### src/core/rpds_consts.vh
/*
 * Constants of the regulator power-down sequencer: register indices,
 * field positions, reset values and timing.
 * Assumes inclusion by bare name from core/ design files only.
 */
`ifndef RPDS_CONSTS_VH
`define RPDS_CONSTS_VH

// Register indices; byte address is four times the index
`define RPDS_IDX_BUCK_A       8'h5F
`define RPDS_IDX_BUCK_B       8'h60
`define RPDS_IDX_BUCK_C       8'h61
`define RPDS_IDX_LINREG_A     8'h62
`define RPDS_IDX_LINREG_B     8'h63
`define RPDS_IDX_LINREG_C     8'h64
`define RPDS_IDX_MEMREF       8'h65
`define RPDS_IDX_CTRL         8'h70
`define RPDS_IDX_STATUS       8'h71

`define RPDS_NUM_REGS         7
`define RPDS_ORD_W            3
`define RPDS_ORD_RESET        3'h0
`define RPDS_LVL_TOP          3'h7
`define RPDS_LVL_ZERO         3'h0

// Control register fields
`define RPDS_CTRL_GO_BIT      0
`define RPDS_CTRL_DLY_LSB     8
`define RPDS_CTRL_DLY_MSB     15
`define RPDS_DLY_RESET        8'h02

// Status register fields
`define RPDS_ST_OFF_LSB       0
`define RPDS_ST_OFF_MSB       6
`define RPDS_ST_STATE_LSB     8
`define RPDS_ST_STATE_MSB     9
`define RPDS_ST_INIT_BIT      10
`define RPDS_ST_LVL_LSB       12
`define RPDS_ST_LVL_MSB       14

// Step delay unit: one tick is 1000 ns at a 40 ns clock
`define RPDS_TICK_NS          1000
`define RPDS_CLK_NS           40
`define RPDS_TICK_CYC         ((`RPDS_TICK_NS + `RPDS_CLK_NS - 1) / `RPDS_CLK_NS)
`define RPDS_PRE_W            5
// Last prescaler count of one tick (25 cycles)
`define RPDS_PRE_LAST         5'h18

`define RPDS_ZERO32           32'h0000_0000

`endif

### src/core/rpds_order_reg.v
/*
 * One regulator's 3-bit power-down order register.
 * Assumes the parent supplies a one-cycle init load and a qualified write.
 */
`timescale 1ns/100ps
`include "rpds_consts.vh"

module rpds_order_reg (
    input  wire                    clk,
    input  wire                    nrst,
    input  wire                    ce,
    input  wire                    init_load,
    input  wire [`RPDS_ORD_W-1:0]  init_val,
    input  wire                    wr_en,
    input  wire [`RPDS_ORD_W-1:0]  wr_val,
    output reg  [`RPDS_ORD_W-1:0]  order_r
);

    always @(posedge clk or negedge nrst) begin
        if (!nrst) begin
            order_r <= `RPDS_ORD_RESET;
        end else if (ce) begin
            if (init_load) begin
                order_r <= init_val;
            end else if (wr_en) begin
                order_r <= wr_val;
            end
        end
    end

endmodule

### src/core/rpds_sequencer.v
/*
 * Power-down sequencer for seven regulators with APB register access.
 * Assumes an APB master on clk, fuse values stable from reset release,
 * and that the start-up sequencer lives elsewhere.
 */
`timescale 1ns/100ps
`include "rpds_consts.vh"

// What this block does
// - Seven 3-bit off-order fields, bits 7..3 unused
// - Init loads off order from fused on order, or from test_on_orders in test mode
// - Disable regulators by descending order value
// - Host rewrites orders while system is on
// - Start-up order comes only from fuses or their test substitute
// - All orders zero: disable everything at once
// - Shutdown mirrors start-up ordering in reverse
module rpds_sequencer (
    input  wire         clk,
    input  wire         nrst,
    input  wire         ce,
    input  wire         psel,
    input  wire         penable,
    input  wire         pwrite,
    input  wire [11:0]  paddr,
    input  wire [31:0]  pwdata,
    output reg  [31:0]  prdata,
    output reg          pready,
    output reg          pslverr,
    input  wire         sys_on,
    input  wire         pd_start,
    input  wire         test_mode_config_source,
    input  wire [20:0]  fused_on_orders,
    input  wire [20:0]  test_on_orders,
    output reg  [6:0]   reg_off_r,
    output reg          pd_busy_r,
    output reg          pd_done_r
);

    localparam [1:0] ST_IDLE = 2'b00;
    localparam [1:0] ST_STEP = 2'b01;
    localparam [1:0] ST_WAIT = 2'b10;
    localparam [1:0] ST_DONE = 2'b11;

    localparam [`RPDS_PRE_W-1:0] PRE_LAST = `RPDS_PRE_LAST;

    reg  [1:0]                   state_r;
    reg  [`RPDS_ORD_W-1:0]       lvl_r;
    reg  [7:0]                   dly_cfg_r;
    reg  [7:0]                   dly_cnt_r;
    reg  [`RPDS_PRE_W-1:0]       pre_r;
    reg                          init_done_r;
    reg                          go_r;
    reg                          sys_on_d_r;

    wire [20:0]                  orders;
    wire [20:0]                  on_src;
    wire [7:0]                   idx;
    wire [7:0]                   idx_rel;
    wire                         aligned;
    wire                         apb_wr;
    wire                         apb_rd;
    wire                         init_load;
    reg  [6:0]                   ord_wr;
    reg  [6:0]                   match;
    reg                          all_zero;
    reg                          hit_ord;
    reg  [2:0]                   hit_n;
    integer                      i;

    // Start-up order source: fuses or their test substitute, never software
    assign on_src    = test_mode_config_source ? test_on_orders : fused_on_orders;
    assign init_load = !init_done_r;
    assign idx       = paddr[9:2];
    assign idx_rel   = idx - `RPDS_IDX_BUCK_A;
    assign aligned   = (paddr[1:0] == 2'b00) && (paddr[11:10] == 2'b00);
    assign apb_rd    = psel && penable && !pwrite && pready;
    assign apb_wr    = psel && penable && pwrite && pready;

    genvar g;
    generate
        for (g = 0; g < `RPDS_NUM_REGS; g = g + 1) begin : g_ord
            rpds_order_reg u_ord (
                .clk       (clk),
                .nrst      (nrst),
                .ce        (ce),
                .init_load (init_load),
                .init_val  (on_src[g*3 +: 3]),
                .wr_en     (ord_wr[g]),
                .wr_val    (pwdata[2:0]),
                .order_r   (orders[g*3 +: 3])
            );
        end
    endgenerate

    // Address decode of order registers; writes only while system is on
    always @* begin
        ord_wr = 7'b000_0000;
        hit_ord = 1'b0;
        hit_n = 3'd0;
        if (aligned && idx >= `RPDS_IDX_BUCK_A && idx <= `RPDS_IDX_MEMREF) begin
            hit_ord = 1'b1;
            hit_n = idx_rel[2:0];
        end
        if (apb_wr && hit_ord && sys_on && init_done_r) begin
            ord_wr[hit_n] = 1'b1;
        end
    end

    // Regulators at the current level, and the all-zero bypass test
    always @* begin
        match = 7'b000_0000;
        all_zero = 1'b1;
        for (i = 0; i < `RPDS_NUM_REGS; i = i + 1) begin
            match[i] = (orders[i*3 +: 3] == lvl_r) && !reg_off_r[i];
            if (orders[i*3 +: 3] != `RPDS_ORD_RESET) begin
                all_zero = 1'b0;
            end
        end
    end

    // APB slave: one wait state, pready from a flop
    always @(posedge clk or negedge nrst) begin
        if (!nrst) begin
            pready <= 1'b0;
            pslverr <= 1'b0;
            prdata <= `RPDS_ZERO32;
        end else if (ce) begin
            pready <= psel && penable && !pready;
            pslverr <= 1'b0;
            prdata <= `RPDS_ZERO32;
            if (psel && penable && !pready) begin
                if (aligned && hit_ord) begin
                    prdata[2:0] <= orders[hit_n*3 +: 3];
                    pslverr <= pwrite && !(sys_on && init_done_r);
                end else if (aligned && idx == `RPDS_IDX_CTRL) begin
                    prdata[`RPDS_CTRL_DLY_MSB:`RPDS_CTRL_DLY_LSB] <= dly_cfg_r;
                end else if (aligned && idx == `RPDS_IDX_STATUS) begin
                    prdata[`RPDS_ST_OFF_MSB:`RPDS_ST_OFF_LSB] <= reg_off_r;
                    prdata[`RPDS_ST_STATE_MSB:`RPDS_ST_STATE_LSB] <= state_r;
                    prdata[`RPDS_ST_INIT_BIT] <= init_done_r;
                    prdata[`RPDS_ST_LVL_MSB:`RPDS_ST_LVL_LSB] <= lvl_r;
                end else begin
                    pslverr <= 1'b1;
                end
            end
        end
    end

    // Control register and init flag
    always @(posedge clk or negedge nrst) begin
        if (!nrst) begin
            dly_cfg_r <= `RPDS_DLY_RESET;
            go_r <= 1'b0;
            init_done_r <= 1'b0;
        end else if (ce) begin
            init_done_r <= 1'b1;
            if (state_r == ST_IDLE) begin
                go_r <= 1'b0;
            end
            if (apb_wr && aligned && idx == `RPDS_IDX_CTRL) begin
                dly_cfg_r <= pwdata[`RPDS_CTRL_DLY_MSB:`RPDS_CTRL_DLY_LSB];
                if (pwdata[`RPDS_CTRL_GO_BIT]) begin
                    go_r <= 1'b1;
                end
            end
        end
    end

    // Shutdown sequencer, the mirror of start-up: top level downward
    always @(posedge clk or negedge nrst) begin
        if (!nrst) begin
            state_r <= ST_IDLE;
            lvl_r <= `RPDS_LVL_TOP;
            reg_off_r <= 7'b000_0000;
            pd_busy_r <= 1'b0;
            pd_done_r <= 1'b0;
            dly_cnt_r <= 8'h00;
            pre_r <= {`RPDS_PRE_W{1'b0}};
            sys_on_d_r <= 1'b0;
        end else if (ce) begin
            sys_on_d_r <= sys_on;
            case (state_r)
                ST_IDLE: begin
                    if (init_done_r && (pd_start || go_r)) begin
                        pd_busy_r <= 1'b1;
                        lvl_r <= `RPDS_LVL_TOP;
                        state_r <= ST_STEP;
                    end
                end
                ST_STEP: begin
                    if (all_zero) begin
                        reg_off_r <= 7'b111_1111;
                        state_r <= ST_DONE;
                    end else if (match != 7'b000_0000) begin
                        reg_off_r <= reg_off_r | match;
                        dly_cnt_r <= dly_cfg_r;
                        pre_r <= {`RPDS_PRE_W{1'b0}};
                        state_r <= (lvl_r == `RPDS_LVL_ZERO) ? ST_DONE : ST_WAIT;
                    end else if (lvl_r == `RPDS_LVL_ZERO) begin
                        state_r <= ST_DONE;
                    end else begin
                        lvl_r <= lvl_r - 3'd1;
                    end
                end
                ST_WAIT: begin
                    if (dly_cnt_r == 8'h00) begin
                        lvl_r <= lvl_r - 3'd1;
                        state_r <= ST_STEP;
                    end else if (pre_r == PRE_LAST) begin
                        pre_r <= {`RPDS_PRE_W{1'b0}};
                        dly_cnt_r <= dly_cnt_r - 8'h01;
                    end else begin
                        pre_r <= pre_r + {{(`RPDS_PRE_W-1){1'b0}}, 1'b1};
                    end
                end
                ST_DONE: begin
                    pd_busy_r <= 1'b0;
                    pd_done_r <= 1'b1;
                    // A new power-up returns all regulators to the start-up sequencer
                    if (sys_on && !sys_on_d_r) begin
                        reg_off_r <= 7'b000_0000;
                        pd_done_r <= 1'b0;
                        state_r <= ST_IDLE;
                    end
                end
                default: begin
                    state_r <= ST_IDLE;
                end
            endcase
        end
    end

endmodule

### config.mk
export PLATFORM = sky130hd
export DESIGN_NAME = rpds_sequencer
export DESIGN_NICKNAME = d
export VERILOG_FILES = /design/src/core/rpds_order_reg.v /design/src/core/rpds_sequencer.v
export VERILOG_INCLUDE_DIRS = /design/src /design/src/core
export SDC_FILE = /design/constraint.sdc
export NUM_CORES = 1
export LEC_CHECK = 0
export BUFFER_PORTS_ARGS = -buffer_cell sky130_fd_sc_hd__buf_2
export CAP_MARGIN = 15
export CELL_PAD_IN_SITES_DETAIL_PLACEMENT = 2
export CELL_PAD_IN_SITES_GLOBAL_PLACEMENT = 2
export CORE_MARGIN = 3
export CORE_UTILIZATION = 34
export DETAILED_ROUTE_END_ITERATION = 8
export PLACE_DENSITY_LB_ADDON = 0.1
export SYNTH_ARGS = -nofsm -noshare
export SYNTH_HDL_FRONTEND = slang
export SYNTH_SLANG_ARGS = --single-unit
### constraint.sdc
create_clock -name clk -period 4.5 [get_ports clk]
set_input_delay 0.9 -clock clk [delete_from_list [all_inputs] [get_ports clk]]
set_output_delay 0.9 -clock clk [all_outputs]
set_load 0.05 [all_outputs]
# [After elaboration in Yosys (flattened, before gate mapping)]
# Cells that the tools add are included.
[totals] register_bits=76 latch_bits=0 mem_bits_rw=0 romBits=0 inputBits=95 output_inout_bits=43 elab_cells=211 n_memories=0
[classes] addsub=4 n_mul=1 n_div=0 order_cmp=4 eq_ne=31 n_shift=1 n_mux=78 bitwise_logic=1 reduce_logical=70
[ops] op="two-way mux 3 bit" count=25
[ops] op="two-way mux 7 bit" count=7
[ops] op="two-way mux 8 bit" count=6
[ops] op="logical AND 1 bit" count=27
[ops] op="nonzero test 3 bit" count=8
[ops] op="equality test 3 bit" count=7
[ops] op="two-way mux 1 bit" count=21
[ops] op="two-way mux 21 bit" count=1
[ops] op="indexed part select 21 x 6 -> 3 bit" count=1
[ops] op="two-way mux 5 bit" count=4
[ops] op="AND reduction 2 bit" count=9
[ops] op="equality test 8 x 7 -> 1 bit, second input constant" count=2
[ops] op="!= test 2 x 1 -> 1 bit, second input constant" count=8
[ops] op="!= test 2 bit, second input constant" count=8
[ops] op="case mux 8 bit (2 select lines)" count=1
[ops] op="case mux 7 bit (2 select lines)" count=1
[ops] op="two-way mux 2 bit" count=6
[ops] op="logical NOT 1 bit" count=10
[ops] op="case mux 5 bit (2 select lines)" count=1
[ops] op="AND reduction 5 bit" count=2
[ops] op="case mux 3 bit (3 select lines)" count=1
[ops] op=">= comparator 8 x 7 -> 1 bit, second input constant" count=1
[ops] op="<= comparator 8 x 7 -> 1 bit, second input constant" count=1
[ops] op="logical NOT 8 bit" count=1
[ops] op="other kinds (26)" count=31

# [Longest topological paths before layout]
[depth] word_depth=12 ltp_mapped=9 ltp_nobuf=8

# [Cells and area by module]
# A second synthesis with hierarchy kept.
[hier_totals] cells_unflattened=529 area_unflattened_um2=5253.8
[by_module_without_submodules] module="rpds_sequencer" instances=1 cells_per_inst=410 area_per_inst_um2=3983.8
[by_module_without_submodules] module="rpds_order_reg" instances=7 cells_per_inst=17 area_per_inst_um2=181.4

# [Worst setup path after synthesis]
# No wires, ideal clock.
[synth_timing] kind="input to register" start="input port paddr[0]" end="register g_ord[1].u_ord.order_r[0]" arrival_time_ns=2.501 setup_slack_ns=1.872 path_stages=6 path_buffers=0 cell_sequence="or4b_1 > nor3_2 > nand4_1 > o31ai_1 > nand2_1 > mux2_1"
[synth_between] elab_chain_len=12 elab_cells_between_ends=17 classes_between="order compare: 2; eq/ne: 1; mux: 5; reduce/logical: 9"
[synth_rtl] item="from (decl)" line_no="rpds_sequencer.v:24" source="input wire [11:0] paddr,"
[synth_rtl] item="logical NOT 2 bit (*)" line_no="rpds_sequencer.v:75" source="assign aligned = (paddr[1:0] == 2'b00) && (paddr[11:10] == 2'b00);"
[synth_rtl] item="logical AND 1 bit (*)" line_no="rpds_sequencer.v:75"
[synth_rtl] item="logical AND 1 bit (no source line) (*) (2 in series)"
[synth_rtl] item="two-way mux 3 bit" line_no="rpds_sequencer.v:100" source="if (aligned && idx >= `RPDS_IDX_BUCK_A && idx <= `RPDS_IDX_MEMREF) begin"
[synth_rtl] item="less-than comparator 3 x 4 -> 1 bit (implied by the code) or >= comparator 3 x 1 -> 1 bit (tied branches)" line_no="rpds_sequencer.v:105" source="ord_wr[hit_n] = 1'b1;"
[synth_rtl] item="logical AND 1 bit (implied by the code)" line_no="rpds_sequencer.v:105"
[synth_rtl] item="two-way mux 1 bit (implied by the code)" line_no="rpds_sequencer.v:105"
[synth_rtl] item="demux 1 bit (select 3 bit)" line_no="rpds_sequencer.v:105"
[synth_rtl] item="two-way mux 7 bit (*)" line_no="rpds_sequencer.v:104" source="if (apb_wr && hit_ord && sys_on && init_done_r) begin"
[synth_rtl] item="!= test 2 x 1 -> 1 bit (no source line) (*)"
[synth_rtl] item="AND reduction 2 bit (no source line) (*)"
[synth_rtl] item="to (signal assigned)" line_no="rpds_order_reg.v:21" source="order_r <= `RPDS_ORD_RESET;"
[synth_rtl] item="to (signal assigned)" line_no="rpds_order_reg.v:24" source="order_r <= init_val;"
[synth_rtl] item="to (signal assigned)" line_no="rpds_order_reg.v:26" source="order_r <= wr_val;"
[synth_rtl] item="to (decl)" line_no="rpds_order_reg.v:16" source="output reg [`RPDS_ORD_W-1:0] order_r"
# Mark *: on every way between the ends. The rest lies on a longest branch, timed or not.
# A chain may end at the register's enable or synchronous reset.

# [Worst setup path after layout]
[layout_timing] start="register state_r[0]" end="register dly_cnt_r[4]"
[layout_between] elab_chain_len=3 elab_cells_between_ends=9 classes_between="eq/ne: 6; mux: 1; reduce/logical: 2"
[layout_rtl] item="from (decl)" line_no="rpds_sequencer.v:46" source="reg [1:0] state_r;"
[layout_rtl] item="from (signal assigned)" line_no="rpds_sequencer.v:198" source="state_r <= (lvl_r == `RPDS_LVL_ZERO) ? ST_DONE : ST_WAIT;"
[layout_rtl] item="equality test 2 bit or equality test 2 x 1 -> 1 bit (tied branches)" line_no="rpds_sequencer.v:182" source="case (state_r)"
[layout_rtl] item="!= test 2 bit (no source line) or nonzero test 2 bit (tied branches)"
[layout_rtl] item="AND reduction 6 bit (no source line)"
[layout_rtl] item="to (signal assigned)" line_no="rpds_sequencer.v:196" source="dly_cnt_r <= dly_cfg_r;"
[layout_rtl] item="to (signal assigned)" line_no="rpds_sequencer.v:211" source="dly_cnt_r <= dly_cnt_r - 8'h01;"
[layout_rtl] item="to (decl)" line_no="rpds_sequencer.v:49" source="reg [7:0] dly_cnt_r;"
# Several ways; a longest one is shown, not always the timed one.

==> impl_metrics.json <==
{
  "overflow": 0,
  "fill_cells": 1589,
  "via_per_inst": 5.41,
  "yosysMostFrequentCell": "dfrtp_1",
  "fp.dieW_um": 127,
  "startpoint_type": "register",
  "busiest_layer": "met2",
  "p_leak_nw": 2.64,
  "drtIter0Drc": 109,
  "ys_seq_area_share_pct": 38.3,
  "row_count": 43,
  "setup_violations": 0,
  "grt_use_met1_pct": 23.0,
  "synth_top_family_by_area": "simple AND/OR/NAND/NOR gates",
  "grt_use_met2_pct": 37.1,
  "clock_latency_ns": 0.35,
  "status": "complete, no violations",
  "synth_commonest_cells": "72 x dfrtp_1, 39 x nand2_1, 39 x nor2_1",
  "synthCells": 515,
  "worst_slack_ns": 1.54,
  "hold_viol_final": 0,
  "grt_pass1_wl_um": 25200,
  "core_um2": 14100,
  "synth_fa_ha_area_share_pct": 3.77,
  "period_share_pct": 65.8,
  "wl_per_cell_um": 19.7,
  "power_density_nw_per_um2": 357,
  "syn2layout_area_growth_pct": 17.6,
  "antenna_cells": 0,
  "path_class": "register to register",
  "hp-class": "register to register",
  "place_hpwl_um": 12000,
  "arrival_ns": 3.19,
  "synthXorXnorAreaFrac_pct": 3.87,
  "tns_ns": 0,
  "cap_violations": 0,
  "synth_flop_cell": "dfrtp_1",
  "cts_hold_buf": 0,
  "multiInputGateArea_um2": 2760,
  "skew_ns": 0.00697,
  "clk_pin_slew_ns": 0.07,
  "tightest_slew_ns": 1.01,
  "yosysTopAreaCell": "dfrtp_1",
  "gp_congestion": 0.792,
  "stdcell_area_um2": 5850,
  "numCtsBuffers": 9,
  "hold_slack_ns": 0.500,
  "gr-usage-met3_pct": 3.03,
  "power.total_mw": 2.09,
  "avgSynthCellArea_um2": 9.66,
  "port-buffer-count": 99,
  "synth-seq-cells": 76,
  "yosys.area_share.simple_pct": 18.8,
  "first_global_vias": 4709,
  "clk_path_buf_depth": 2,
  "syn_area_um2": 4970,
  "place_area_um2": 5490,
  "vdd_drop_max_mv": 0.170,
  "path_max_fanout": 21,
  "antenna_found_initial": 0,
  "cts_root_buf": "clkbuf_16",
  "cp_data_required_time_ns": 4.73,
  "async_reset_ff_share_pct": 100,
  "netlist.area_leader.share_pct": 36.2,
  "start_util_pct": 35.3,
  "cts_tree": "yes",
  "post_cts_buffers": 0,
  "vias": 4220,
  "synth_edf_count": 0,
  "first_pass_iters": 4,
  "maxSlewHeadroom_pct": 32.4,
  "drt-total-wl_um": 15400,
  "r2r_cells": 7,
  "grt_usage_pct": 19.7,
  "synth_compound_area_share_pct": 18.0,
  "fin_nets": 705,
  "preCtsSetupSlack_ns": 1.28,
  "period_needed_ns": 2.96,
  "die_height_um": 127,
  "die-area_um2": 16100,
  "regArea_um2": 1910,
  "yosysWarnings": 0,
  "holdPathStages": 1,
  "rsz0062_at_grt": "no",
  "cts_resized": 0,
  "grt_max_degree": 77,
  "post_route_cells_drive_above_1_share_pct": 27.5,
  "ios": 138,
  "clkSinkCount": 76,
  "ant_nets": 0,
  "post_synth_mux_area_share_pct": 9.73,
  "route.detailed.drc": 0,
  "yosysUniqueCellTypes": 66,
  "ctsHtreeMaxLevel": 3,
  "end_kind": "register",
  "slew_viol_final": 0,
  "fmax_ghz": 0.338,
  "ys_top_cells_by_area": "dfrtp_1 36%, mux2_2 6.6%, xnor2_1 3.9%"
}
==> layout by cell type (no fill, tap or decap), types with 5 or more instances in the layout <==
cell type / Yosys / final
o31ai_1: 7 / 7
mux2_2: 29 / 29
nand2_1: 39 / 39
nor3_1: 6 / 6
conb_1: 1 / 17
or2_2: 5 / 5
nor2b_1: 26 / 26
nand4_1: 11 / 11
a22o_1: 7 / 7
dfrtp_1: 72 / 72
a22oi_1: 8 / 8
o2bb2ai_1: 6 / 6
nor4_1: 8 / 8
o41ai_1: 6 / 6
nand4b_1: 7 / 7
nor2_1: 39 / 39
nand3_1: 10 / 10
a211oi_1: 23 / 23
xnor2_1: 22 / 22
o31a_1: 7 / 7
buf_2: 4 / 98
ha_1: 15 / 15
inv_1: 21 / 21
mux2i_1: 9 / 9
clkbuf_16: 0 / 9
o21ai_0: 19 / 19
==> through the flow <==
| step | instances | utilization (%) |
|---|---|---|
| after floorplan | 531 | - |
| after global placement | 764 | 38.9 |
| after detailed placement | 764 | 38.9 |
| after CTS | 780 | 41.5 |
| after global routing | 780 | 41.5 |
| final | 780 | 41.5 |
==> worst paths after layout <==
kind	to	from	slack, ns
setup / recovery	dly_cnt_r[4]	state_r[0]	1.54
hold / removal	prdata[14]	prdata[14]	0.50
min in group asynchronous	prdata[15]	nrst	0.71
max in group asynchronous	g_ord[5].u_ord.order_r[0]	nrst	3.12
hold reg to reg	prdata[14]	prdata[14]	0.50
setup reg to reg	dly_cnt_r[4]	state_r[0]	1.54
==> cell families (layout without fill, tap and decap cells) <==
logic type,after synthesis,count (layout)
muxes,43,43
DFF,76,76
xor gates and xnor gates,22,22
buffers and inverters,70,139
AOI/OAI and AO/OA,115,115
adders and majority gates,15,15
and+or+nand+nor,173,173
other,1,17
==> report_power, final <==
| part | switching (mW) | internal (mW) |
|---|---|---|
| Combinational | 0.223 | 0.158 |
| Clock | 0.309 | 0.574 |
| Sequential | 0.0780 | 0.744 |
==> critical path: stages (launching register included) <==
cell and delay (ns):
dfrtp_1 0.46, inv_1 0.12, ha_1 0.68, o41ai_2 0.24, a21o_1 0.22, a21oi_1 0.27
nand3_1 0.40, a221o_1 0.46
==> per-layer routing <==
metal,vias up,share of wire [%]
met5,-,0
met3,13,2.6
met4,0,1.3
met2,75,54
met1,2127,42
li1,2005,-
==> registers in the layout (all words and copies together) (netlist names) <==
name                 flops
init_done_r              1
g_ord.u_ord.order_r     21
reg_off_r                7
pslverr                  1
state_r                  2
pre_r                    5
go_r                     1
pready                   1
dly_cfg_r                8
dly_cnt_r                8
lvl_r                    3
sys_on_d_r               1
prdata                  15
pd_busy_r                1
pd_done_r                1
==> area by class of cell <==
type	instances	share of cell area, %
clock inverters	5	1.82
repair buffers	102	8.90
well taps	180	3.85
clock buffers	11	4.32
inverters	21	1.35
multi-input cells	385	47.2
flip-flops and latches	76	32.6
(Power assumes the default switching activity.)
